## src/art_pkg.sv

```systemverilog
// Constants for the auto-reload timer pair with oscillator capture
package art_pkg;

    // Register offsets
    localparam logic [7:0] ART_T0_COUNT_LOW_ADDR   = 8'h52;
    localparam logic [7:0] ART_T0_COUNT_HIGH_ADDR  = 8'h53;
    localparam logic [7:0] ART_T1_CTRL_ADDR        = 8'h54;
    localparam logic [7:0] ART_T1_RELOAD_LOW_ADDR  = 8'h55;
    localparam logic [7:0] ART_T1_RELOAD_HIGH_ADDR = 8'h56;
    localparam logic [7:0] ART_T1_COUNT_LOW_ADDR   = 8'h57;
    localparam logic [7:0] ART_T1_COUNT_HIGH_ADDR  = 8'h58;
    localparam logic [7:0] ART_IRQ_FLAG_ADDR       = 8'h59;
    localparam logic [7:0] ART_IRQ_ENABLE_ADDR     = 8'h5a;

    // Second timer control fields
    localparam int ART_CTRL_CLK_SEL_BIT   = 0;
    localparam int ART_CTRL_RUN_BIT       = 2;
    localparam int ART_CTRL_CAP_EN_BIT    = 4;
    localparam int ART_CTRL_LOW_IRQ_BIT   = 5;
    localparam logic [7:0] ART_CTRL_MASK  = 8'h35;

    // Interrupt flag and enable fields
    localparam int ART_FLAG_T1_BIT        = 3;
    localparam int ART_FLAG_T1_LOW_BIT    = 4;
    localparam logic [7:0] ART_FLAG_MASK  = 8'h18;
    localparam logic [7:0] ART_EN_MASK    = 8'h08;

    // Reset values
    localparam logic [7:0]  ART_BYTE_RESET  = 8'h00;
    localparam logic [15:0] ART_WORD_RESET  = 16'h0000;

    // Prescaler ratios
    localparam int ART_SYS_DIV = 12;
    localparam int ART_OSC_DIV = 8;
    localparam logic [3:0] ART_SYS_DIV_LAST = 4'(ART_SYS_DIV - 1);
    localparam logic [2:0] ART_OSC_DIV_LAST = 3'(ART_OSC_DIV - 1);

    localparam logic [7:0]  ART_BYTE_ONES = 8'hff;
    localparam logic [15:0] ART_WORD_ONES = 16'hffff;

endpackage

```

## src/art_tick_if.sv

```systemverilog
// Tick strobes passed from the prescaler to the timer core
`timescale 1ns/10ps
interface art_tick_if;
    logic sys12_tick;
    logic osc8_tick;

    modport gen (output sys12_tick, output osc8_tick);
    modport use_side (input sys12_tick, input osc8_tick);
endinterface

```

## src/art_timer_top.sv

```systemverilog
// Auto-reload timer pair with slow-oscillator capture, SFR-style port
//
// Contract
// RQ1: The second timer's 16-bit count is two separately addressed bytes.
// RQ2: The second timer advances per 12 system clocks or 8 oscillator cycles.
// RQ3: A wrap from all ones loads the reload value and sets the timer flag.
// RQ4: With the timer interrupt enabled each 16-bit overflow requests one.
// RQ5: With interrupt and low-byte enable set, a low-byte wrap requests one.
// RQ6: The capture enable bit selects capture mode; clearing it leaves it.
// RQ7: In capture mode one capture event occurs per 8 oscillator cycles.
// RQ8: A capture copies the 16-bit count into the reload register pair.
// RQ9: A capture sets the timer flag and requests an interrupt if enabled.
// RQ10: Software measures period by differencing captures at a fast count.
// RQ11: The first timer's high count byte is read-write and resets to zero.
// RQ12: Clock select zero picks system clock / 12, one picks oscillator / 8.
// RQ13: The second timer counts only while its run bit, reset zero, is one.
// RQ14: The oscillator tick is synchronised into a one-cycle strobe.
// RQ15: The low-byte interrupt uses only the second timer's own enable; the code requires both the interrupt enable and the low-byte enable.
`timescale 1ns/10ps
module art_timer_top
    import art_pkg::*;
(
    input  wire logic       clk_sys,
    input  wire logic       rst_n,
    input  wire logic       slow_osc,
    input  wire logic [7:0] sfr_addr,
    input  wire logic       sfr_wr,
    input  wire logic [7:0] sfr_wdata,
    input  wire logic       sfr_rd,
    output logic      [7:0] sfr_rdata,
    output logic            irq_request
);

    function automatic logic all_ones8(input logic [7:0] v);
        return v == ART_BYTE_ONES;
    endfunction

    function automatic logic hit(input logic [7:0] a, input logic [7:0] o);
        return sfr_wr && (a == o);
    endfunction

    logic        rst_meta_reg;
    logic        rst_sync_n;
    logic [7:0]  t0_low_reg;
    logic [7:0]  t0_high_reg;
    logic [7:0]  ctrl_reg;
    logic [15:0] reload_reg;
    logic [15:0] count_reg;
    logic [7:0]  flag_reg;
    logic [7:0]  enable_reg;
    logic        tick;
    logic        step;
    logic        low_wrap;
    logic        overflow;
    logic        capture;
    logic [7:0]  rd_mux;

    art_tick_if ticks ();

    ////////////////////////////////////////////////////////////////////////
    // Reset release synchroniser
    always_ff @(posedge clk_sys or negedge rst_n)
    begin
        if (!rst_n)
        begin
            rst_meta_reg <= 1'b0;
            rst_sync_n   <= 1'b0;
        end
        else
        begin
            rst_meta_reg <= 1'b1;
            rst_sync_n   <= rst_meta_reg;
        end
    end

    art_prescaler u_prescaler (
        .clk_sys    (clk_sys),
        .rst_sync_n (rst_sync_n),
        .slow_osc   (slow_osc),
        .ticks      (ticks.gen)
    );

    ////////////////////////////////////////////////////////////////////////
    // Event decode
    assign tick = ctrl_reg[ART_CTRL_CLK_SEL_BIT] ? ticks.osc8_tick
                                                 : ticks.sys12_tick; // RQ12
    assign step     = ctrl_reg[ART_CTRL_RUN_BIT] && tick; // RQ13
    assign low_wrap = step && all_ones8(count_reg[7:0]); // RQ5
    assign overflow = step && (count_reg == ART_WORD_ONES); // RQ3
    // Capture runs on the oscillator regardless of the run bit
    assign capture  = ctrl_reg[ART_CTRL_CAP_EN_BIT] && ticks.osc8_tick; // RQ6

    ////////////////////////////////////////////////////////////////////////
    // First timer count bytes, plain storage
    always_ff @(posedge clk_sys or negedge rst_sync_n)
    begin
        if (!rst_sync_n)
        begin
            t0_low_reg  <= ART_BYTE_RESET;
            t0_high_reg <= ART_BYTE_RESET; // RQ11
        end
        else
        begin
            if (hit(sfr_addr, ART_T0_COUNT_LOW_ADDR))
                t0_low_reg <= sfr_wdata;
            if (hit(sfr_addr, ART_T0_COUNT_HIGH_ADDR))
                t0_high_reg <= sfr_wdata; // RQ11
        end
    end

    ////////////////////////////////////////////////////////////////////////
    // Second timer control and enable
    always_ff @(posedge clk_sys or negedge rst_sync_n)
    begin
        if (!rst_sync_n)
        begin
            ctrl_reg   <= ART_BYTE_RESET; // RQ13
            enable_reg <= ART_BYTE_RESET;
        end
        else
        begin
            if (hit(sfr_addr, ART_T1_CTRL_ADDR))
                ctrl_reg <= sfr_wdata & ART_CTRL_MASK; // RQ6
            if (hit(sfr_addr, ART_IRQ_ENABLE_ADDR))
                enable_reg <= sfr_wdata & ART_EN_MASK;
        end
    end

    ////////////////////////////////////////////////////////////////////////
    // Reload pair: capture beats a software write in the same cycle
    always_ff @(posedge clk_sys or negedge rst_sync_n)
    begin
        if (!rst_sync_n)
            reload_reg <= ART_WORD_RESET;
        else if (capture)
            reload_reg <= count_reg; // RQ8
        else
        begin
            if (hit(sfr_addr, ART_T1_RELOAD_LOW_ADDR))
                reload_reg[7:0] <= sfr_wdata;
            if (hit(sfr_addr, ART_T1_RELOAD_HIGH_ADDR))
                reload_reg[15:8] <= sfr_wdata;
        end
    end

    ////////////////////////////////////////////////////////////////////////
    // Count: a software byte write wins over the step in that cycle
    always_ff @(posedge clk_sys or negedge rst_sync_n)
    begin
        if (!rst_sync_n)
            count_reg <= ART_WORD_RESET;
        else if (hit(sfr_addr, ART_T1_COUNT_LOW_ADDR))
            count_reg[7:0] <= sfr_wdata; // RQ1
        else if (hit(sfr_addr, ART_T1_COUNT_HIGH_ADDR))
            count_reg[15:8] <= sfr_wdata; // RQ1
        else if (overflow)
            count_reg <= reload_reg; // RQ3
        else if (step)
            count_reg <= count_reg + 16'h0001; // RQ2
    end

    ////////////////////////////////////////////////////////////////////////
    // Flags: writing zero clears, a same-cycle event still sets
    always_ff @(posedge clk_sys or negedge rst_sync_n)
    begin
        if (!rst_sync_n)
            flag_reg <= ART_BYTE_RESET;
        else
        begin
            if (hit(sfr_addr, ART_IRQ_FLAG_ADDR))
                flag_reg <= flag_reg & sfr_wdata & ART_FLAG_MASK;
            if (overflow || capture)
                flag_reg[ART_FLAG_T1_BIT] <= 1'b1; // RQ3 RQ9
            if (low_wrap)
                flag_reg[ART_FLAG_T1_LOW_BIT] <= 1'b1; // RQ5
        end
    end

    // Request follows the flags one cycle later
    always_ff @(posedge clk_sys or negedge rst_sync_n)
    begin
        if (!rst_sync_n)
            irq_request <= 1'b0;
        else
            irq_request <= enable_reg[ART_FLAG_T1_BIT]
                && (flag_reg[ART_FLAG_T1_BIT]                 // RQ4 RQ9
                    || (flag_reg[ART_FLAG_T1_LOW_BIT]
                        && ctrl_reg[ART_CTRL_LOW_IRQ_BIT])); // RQ5 RQ15
    end

    ////////////////////////////////////////////////////////////////////////
    // Read port
    always_comb
    begin
        unique case (sfr_addr)
            ART_T0_COUNT_LOW_ADDR:   rd_mux = t0_low_reg;
            ART_T0_COUNT_HIGH_ADDR:  rd_mux = t0_high_reg;
            ART_T1_CTRL_ADDR:        rd_mux = ctrl_reg;
            ART_T1_RELOAD_LOW_ADDR:  rd_mux = reload_reg[7:0];
            ART_T1_RELOAD_HIGH_ADDR: rd_mux = reload_reg[15:8];
            ART_T1_COUNT_LOW_ADDR:   rd_mux = count_reg[7:0];
            ART_T1_COUNT_HIGH_ADDR:  rd_mux = count_reg[15:8];
            ART_IRQ_FLAG_ADDR:       rd_mux = flag_reg;
            ART_IRQ_ENABLE_ADDR:     rd_mux = enable_reg;
            default:                 rd_mux = ART_BYTE_RESET;
        endcase
    end

    // Bytes read separately; a carry between the two reads is not hidden
    always_ff @(posedge clk_sys or negedge rst_sync_n)
    begin
        if (!rst_sync_n)
            sfr_rdata <= ART_BYTE_RESET;
        else if (sfr_rd)
            sfr_rdata <= rd_mux;
    end

endmodule

```

## src/art_prescaler.sv

```systemverilog
// Divide-by-12 system tick and synchronised divide-by-8 oscillator tick
`timescale 1ns/10ps
module art_prescaler
    import art_pkg::*;
(
    input  wire logic clk_sys,
    input  wire logic rst_sync_n,
    input  wire logic slow_osc,
    art_tick_if.gen   ticks
);

    logic [3:0] sys_cnt_reg;
    logic       osc_meta_reg;
    logic       osc_sync_reg;
    logic       osc_prev_reg;
    logic [2:0] osc_cnt_reg;
    logic       osc_rise;

    ////////////////////////////////////////////////////////////////////////
    // System clock divided by 12
    always_ff @(posedge clk_sys or negedge rst_sync_n)
    begin
        if (!rst_sync_n)
        begin
            sys_cnt_reg      <= 4'h0;
            ticks.sys12_tick <= 1'b0;
        end
        else
        begin
            ticks.sys12_tick <= (sys_cnt_reg == ART_SYS_DIV_LAST); // RQ2
            if (sys_cnt_reg == ART_SYS_DIV_LAST)
                sys_cnt_reg <= 4'h0;
            else
                sys_cnt_reg <= sys_cnt_reg + 4'h1;
        end
    end

    ////////////////////////////////////////////////////////////////////////
    // Oscillator synchroniser; edge detect reads only the second and third stages
    always_ff @(posedge clk_sys or negedge rst_sync_n)
    begin
        if (!rst_sync_n)
        begin
            osc_meta_reg <= 1'b0;
            osc_sync_reg <= 1'b0;
            osc_prev_reg <= 1'b0;
        end
        else
        begin
            osc_meta_reg <= slow_osc; // RQ14
            osc_sync_reg <= osc_meta_reg;
            osc_prev_reg <= osc_sync_reg;
        end
    end

    assign osc_rise = osc_sync_reg & ~osc_prev_reg;

    // One strobe per 8 oscillator rising edges
    always_ff @(posedge clk_sys or negedge rst_sync_n)
    begin
        if (!rst_sync_n)
        begin
            osc_cnt_reg     <= 3'h0;
            ticks.osc8_tick <= 1'b0;
        end
        else
        begin
            ticks.osc8_tick <= osc_rise && (osc_cnt_reg == ART_OSC_DIV_LAST); // RQ7
            if (osc_rise)
                osc_cnt_reg <= osc_cnt_reg + 3'h1;
        end
    end

endmodule

```

## config.mk

```make
export PLATFORM = sky130hd
export DESIGN_NAME = art_timer_top
export DESIGN_NICKNAME = d
export VERILOG_FILES = /design/src/art_pkg.sv /design/src/art_tick_if.sv /design/src/art_timer_top.sv /design/src/art_prescaler.sv
export SDC_FILE = /design/constraint.sdc
export NUM_CORES = 1
export LEC_CHECK = 0
export ABC_AREA = 0
export CORE_ASPECT_RATIO = 1.1
export CORE_MARGIN = 8
export CORE_UTILIZATION = 45
export CTS_CLUSTER_DIAMETER = 80
export DETAILED_ROUTE_END_ITERATION = 10
export DONT_BUFFER_PORTS = 1
export GPL_ROUTABILITY_DRIVEN = 0
export HOLD_SLACK_MARGIN = 0.05
export RECOVER_POWER = 50
export SYNTH_ARGS = -nofsm -noshare
export SYNTH_HDL_FRONTEND = slang
export SYNTH_SLANG_ARGS = --single-unit
```

## constraint.sdc

```tcl
create_clock -name clk_sys -period 6.3 [get_ports clk_sys]
set_input_delay 0.63 -clock clk_sys [delete_from_list [all_inputs] [get_ports clk_sys]]
set_output_delay 0.63 -clock clk_sys [all_outputs]
set_load 0.01 [all_outputs]
```

==> metrics, run 1 <==
syn_area_per_cell 10.8 sq um; vias per cell 6.04; failing checks max-capacitance violations, max-slew violations; Fin. Hold Viols 0; layout cells sized above 1 15.4%; post-synthesis instance total approximately 400; DP HPWL between 7000 and 8000 microns; multiplexer share of the synthesized area 16.0%; die width 108 microns; initial DRC count 144; all-layer global routing usage between 10% and 20%; P_int 0.000839 W; H-tree depth 3; pin count of the biggest net entering global routing between 70 and 80; Layout Skew about 0.012 ns; simple-gate portion of the synthesized area roughly 15%; CTS tree yes; Residual DRC 0; Yosys reg bits 78; worst-path fanout max 76; switching part of the total 27.7%; area share of xor/xnor cells in the synthesized design 2.49%; final worst path period need 3.00 ns; pins over their slew limit 77; CTS Sinks 78; yosys warns 0; clock network power share between 30% and 40%; pre-CTS setup slack 3.41 ns; Bufs on Longest Clock Path 2; Worst EP arrival 2.80 ns; FP Rows 37; remaining global-route overflow 0; Final setup viols 0; met3 usage ~3.1%; first-pass iteration count of the detailed router 5; Num CTS Buffers 9; EDFF count, synth 0; Adder-Cell Fraction of Synth Area under 10%; Pwr Density about 260 mW/mm^2; Final nets 406; Synth Area in Compound Gates 14.3%; Hold Path Class input port to flip-flop; Initial Utilization 45.6%; clock root cell clkbuf_8; die area 0.0127 sq mm; met2 GRT Util about a quarter; first-pass GRT wire length 16500 microns; synth unique cells 58; total negative slack 0 ns; maximum VDD drop 114 uV; Synth Flop Type dfrtp_1; Crit Path Class flip-flop to asynchronous set/reset pin; PortBufs 0; Tcrit/Tclk final 47.6%; Routed Wire Length 10100 microns; Core Region 0.00926 sq mm; main combinational cell family by area after synthesis multiplexers; I/O Pins 30; RSZ-0062 raised after global routing no; vias in the first global route 3035; Mapped Nets 416; Die Y 118 microns; final non-filler cell total about 500; max-cap violation count 1; leakage 1.92 nW; crit start category flip-flop; placed cells 486; Req. time, crit path 6.10 ns; sequential-to-total area share from yosys stat 46.2%; async set-reset flop share out of synthesis 100%; post-synthesis cell area 0.00422 sq mm; # diodes 0; slew margin rel. -101%; Final WS setup 3.30 ns; sw power between 0.0003 and 0.0004 W; initial antenna violation count 0; vias between 3000 and 4000; Routed WL per cell roughly 20 microns; fmax ~330 MHz; Layout Area Growth over Synthesis 5.18%; Post-CTS Resized 0; status complete, but fails checks; clk slew on worst S/H paths ~0.08 ns; Reg power frac 53.0%; Slew @ Worst Pin 3.02 ns; worst skew pair latency 0.36 ns; number of nets with antenna violations after routing 0; critical path capture point type asynchronous set/reset pin; grt met1 use 20.9%; Combinational Power Share between 10% and 20%; internal reg-to-reg setup slack between 3 and 4 ns; Fill cells 873; GRT busiest layer met2
synth_stat cells, drive strengths merged, types with 8 or more instances:
cell type  instances  area share [%]
buf               16             2.5
inv               19             1.7
o221ai             8             1.7
nand2             36             3.6
a22o              11             2.3
o22ai              8             1.2
mux2              29             7.7
nor2              18             1.6
dfrtp             78              46
o21ai             27             3.2
nand3              9             1.8
a21oi             10             1.2
mux2i             28             6.6
routing by layer:
metal,part of all wire [%],wire length (microns)
met4,2.7,268
met1,43,4310
met3,6.2,629
met5,0,0
met2,49,4910
final cells by class:
class	instances	area [sq um]	area share, %
clock buffer	13	159	3.58
clock inverter	1	30.0	0.676
inverter	19	71.3	1.61
multi-input combinational	271	2070	46.5
sequential	78	1950	43.9
tap	117	146	3.29
timing repair buffer	2	17.5	0.394
logic make-up after synthesis:
| family | count (synthesis) |
|---|---|
| AND/OR/NAND/NOR | 105 |
| AO/OA/AOI/OAI | 89 |
| XOR/XNOR | 12 |
| flip-flops | 78 |
| other | 1 |
| buffers and inverters | 42 |
| adder cells (fa/ha/maj) | 4 |
| multiplexers | 60 |
timing repair:
action                                  CTS  global route
endpoints found under the setup margin    0             0
setup buffers                             0             0
hold endpoints to repair                  2             0
hold buffers                              1             0
metrics by stage:
stage | cell area (sq um) | hold slack [ns] | power [W] | util, %
floorplan | 4220 | 0.331 | 0.000756 | -
global placement | 4250 | 0.334 | 0.000791 | 45.9
detailed placement | 4250 | 0.334 | 0.000797 | 45.9
CTS | 4450 | 0.282 | 0.00117 | 48.0
global route | 4440 | 0.280 | 0.00122 | 48.0
finish | 4440 | 0.296 | 0.00116 | 48.0
layout by cell type (no fill, tap or decap), types with 6 or more instances in the layout:
cell type / count
a21oi_1: 10
a221oi_1: 7
a22o_1: 11
clkbuf_8: 11
dfrtp_1: 78
inv_1: 19
mux2_2: 29
mux2i_1: 28
nand2_1: 33
nand3_1: 6
nor2_1: 18
o21ai_0: 24
o221ai_1: 8
o22ai_1: 8
xnor2_1: 6
xor2_1: 6
power groups by stage:
stage | registers [W] | clock network, W | logic [W]
after floorplan | 0.000597 | 0 | 0.000159
after global placement | 0.000623 | 0 | 0.000168
after detailed placement | 0.000626 | 0 | 0.000172
after CTS | 0.000616 | 0.000386 | 0.000173
after global routing | 0.000625 | 0.000404 | 0.000193
final | 0.000615 | 0.000375 | 0.000172
final timing paths:
check                                          from                        to  depth (start not counted)
max in group clk_sys                    sfr_addr[7]              count_reg[7]                          4
min in group asynchronous                     rst_n              rst_meta_reg                          1
setup reg to reg                         rst_sync_n            t0_high_reg[0]                          0
hold reg to reg            u_prescaler.osc_meta_reg  u_prescaler.osc_sync_reg                          0
hold / removal                             slow_osc  u_prescaler.osc_meta_reg                          0
setup / recovery                         rst_sync_n            t0_high_reg[0]                          0
Note: power is estimated with default switching activity, not from simulation.
==> run 2: changes to the inputs <==
clock period = 2.5 ns   (was 6.3 ns; I/O delays follow)
==> run 2 against run 1 <==
The run still ends with max-capacitance violations, max-slew violations left. Power grew to 2.7 times the previous value. Utilization grew 2.1 points. Clock skew grew 0.0051 ns. Sequential power grew to 2.5 times the previous value. Register-to-register slack lost 3.0 ns. First-iteration DRC count grew 71%. Global-route usage grew 0.89 points. Worst setup slack lost 3.0 ns. Via count grew 3.1%.
==> metrics, run 2 (synthesis results as in run 1) <==
vias in the first global route 3174; die width 108 microns; P_int 0.00223 W; post-route design area between 0.004 and 0.005 sq mm; H-tree depth 3; Core Region between 0.009 and 0.01 sq mm; DP HPWL 7330 microns; Fin. Hold Viols 0; clock root cell clkbuf_8; final worst path period need 2.24 ns; Tot Pwr approximately 0.0031 W; master of the slowest instance on the critical path dfrtp_1; slew margin rel. -12.1%; most frequent cells in the layout 77 x dfrtp_1, 33 x nand2_1, 29 x mux2_2, 28 x mux2i_1, 24 x o21ai_0; critical path capture point type flip-flop; all-layer global routing usage 17.5%; Final setup viols 0; first-pass iteration count of the detailed router 5; Final nets 423; Routed WL per cell 20.9 microns; most common cell after layout, fill and taps aside dfrtp_1; worst skew pair latency 0.37 ns; Req. time, crit path 2.71 ns; CTS tree yes; FP Rows 37; maximum VDD drop 446 uV; initial antenna violation count 0; leakage 2.01 nW; Worst EP arrival 2.46 ns; pin count of the biggest net entering global routing 77; clk slew on worst S/H paths roughly 0.08 ns; Initial Utilization a little under half; hold depth 2; pre-CTS setup slack 0.303 ns; Residual DRC 0; Num CTS Buffers 9; Tcrit/Tclk final 89.7%; layout cells sized above 1 17.6%; I/O Pins 30; Fill cells 850; Crit Path Class flip-flop to flip-flop; Reg power frac approximately half; # diodes 0; initial DRC count around 250; die area 0.0127 sq mm; first-pass GRT wire length 17500 microns; sw power 0.000906 W; pins over their slew limit 77; RSZ-0062 raised after global routing no; vias 3121; crit start category flip-flop; fmax 446 MHz; failing checks max-capacitance violations, max-slew violations; Pwr Density approximately 680 mW/mm^2; max-cap violation count 1; Final WS setup around 0.26 ns; Layout Area Growth over Synthesis 9.83%; Slew @ Worst Pin 1.68 ns; R2R depth 6; worst-path fanout max 7; remaining global-route overflow 0; clock network power share 35.3%; final core occ about half; dpl cell area 0.00430 sq mm; Hold Path Class input port to flip-flop; Combinational Power Share 15.7%; total negative slack 0 ns; number of nets with antenna violations after routing 0; switching part of the total 28.9%; vias per cell 6.00; Bufs on Longest Clock Path 2; Routed Wire Length 10800 microns; Die Y between 100 and 150 microns; crit-path cells ha_1, nand3_1, nor2_1, and2_0, mux2i_1, o221ai_1; CTS Sinks 78; CP max stage delay 0.48 ns; PortBufs 0; status complete, but fails checks; Layout Skew 0.0173 ns
[run 2: cell count changes in the layout (fill, tap and decap cells not counted), sizes merged]
cell         change
inv              +1
dlygate4sd3     +10
buf              +7
clkinvlp         +1
bufinv           +1
clkbuf           -3
clkinv           +2
[run 2: routing by layer]
| metal | vias up | global-route usage (%) | part of all wire, % |
|---|---|---|---|
| met5 | - | 0 | 0 |
| met2 | 91 | 28.9 | 49 |
| met4 | 0 | 4.88 | 1.3 |
| met1 | 1571 | 22.4 | 44 |
| li1 | 1447 | - | - |
| met3 | 12 | 3.67 | 5.8 |
[run 2: per-stage QoR]
stage | cells | hold slack, ns
3_5_place_dp | 493 | -0.0455
3_3_place_gp | 493 | -0.0455
6_report | 520 | 0.0598
4_1_cts | 520 | 0.0554
2_1_floorplan | 391 | -0.0456
5_1_grt | 520 | 0.0666
[run 2: final timing paths]
check                      slack [ns]             to          from
setup / recovery                 0.26   count_reg[1]  count_reg[0]
max in group asynchronous        0.78  count_reg[11]    rst_sync_n
setup reg to reg                 0.26   count_reg[1]  count_reg[0]
hold reg to reg                  0.35     rst_sync_n  rst_meta_reg
hold / removal                   0.06  count_reg[13]  sfr_wdata[5]
min in group asynchronous        0.11   rst_meta_reg         rst_n
[run 2: layout make-up]
type / count / area, sq um / share of cell area (%)
clock buffers: 10 / 138 / 2.97
clock inverters: 6 / 93.8 / 2.02
multi-input cells: 271 / 2070 / 44.6
well taps: 117 / 146 / 3.16
repair buffers: 19 / 170 / 3.67
flip-flops and latches: 78 / 1950 / 42.1
inverters: 19 / 71.3 / 1.54
[run 2: power by group through the flow]
stage,clock [W],combinational (W),sequential (W)
after floorplan,0,0.000400,0.00150
after global placement,0,0.000449,0.00156
after detailed placement,0,0.000461,0.00156
after CTS,0.00112,0.000492,0.00154
after global routing,0.00118,0.000542,0.00156
final,0.00111,0.000492,0.00154
[run 2: critical path, delay by kind of cell, from the launching register on]
kind / cells / cell delay (ns)
and+or+nand+nor: 3 / 1.02
AOI/OAI and AO/OA: 1 / 0.13
muxes: 1 / 0.23
DFF: 1 / 0.48
adders and majority gates: 1 / 0.23
[run 2: what timing repair did]
item / CTS / global route
hold endpoints to repair: 45 / 0
gates resized for setup: 0 / 0
hold buffers: 11 / 0
buffers inserted: 0 / 0
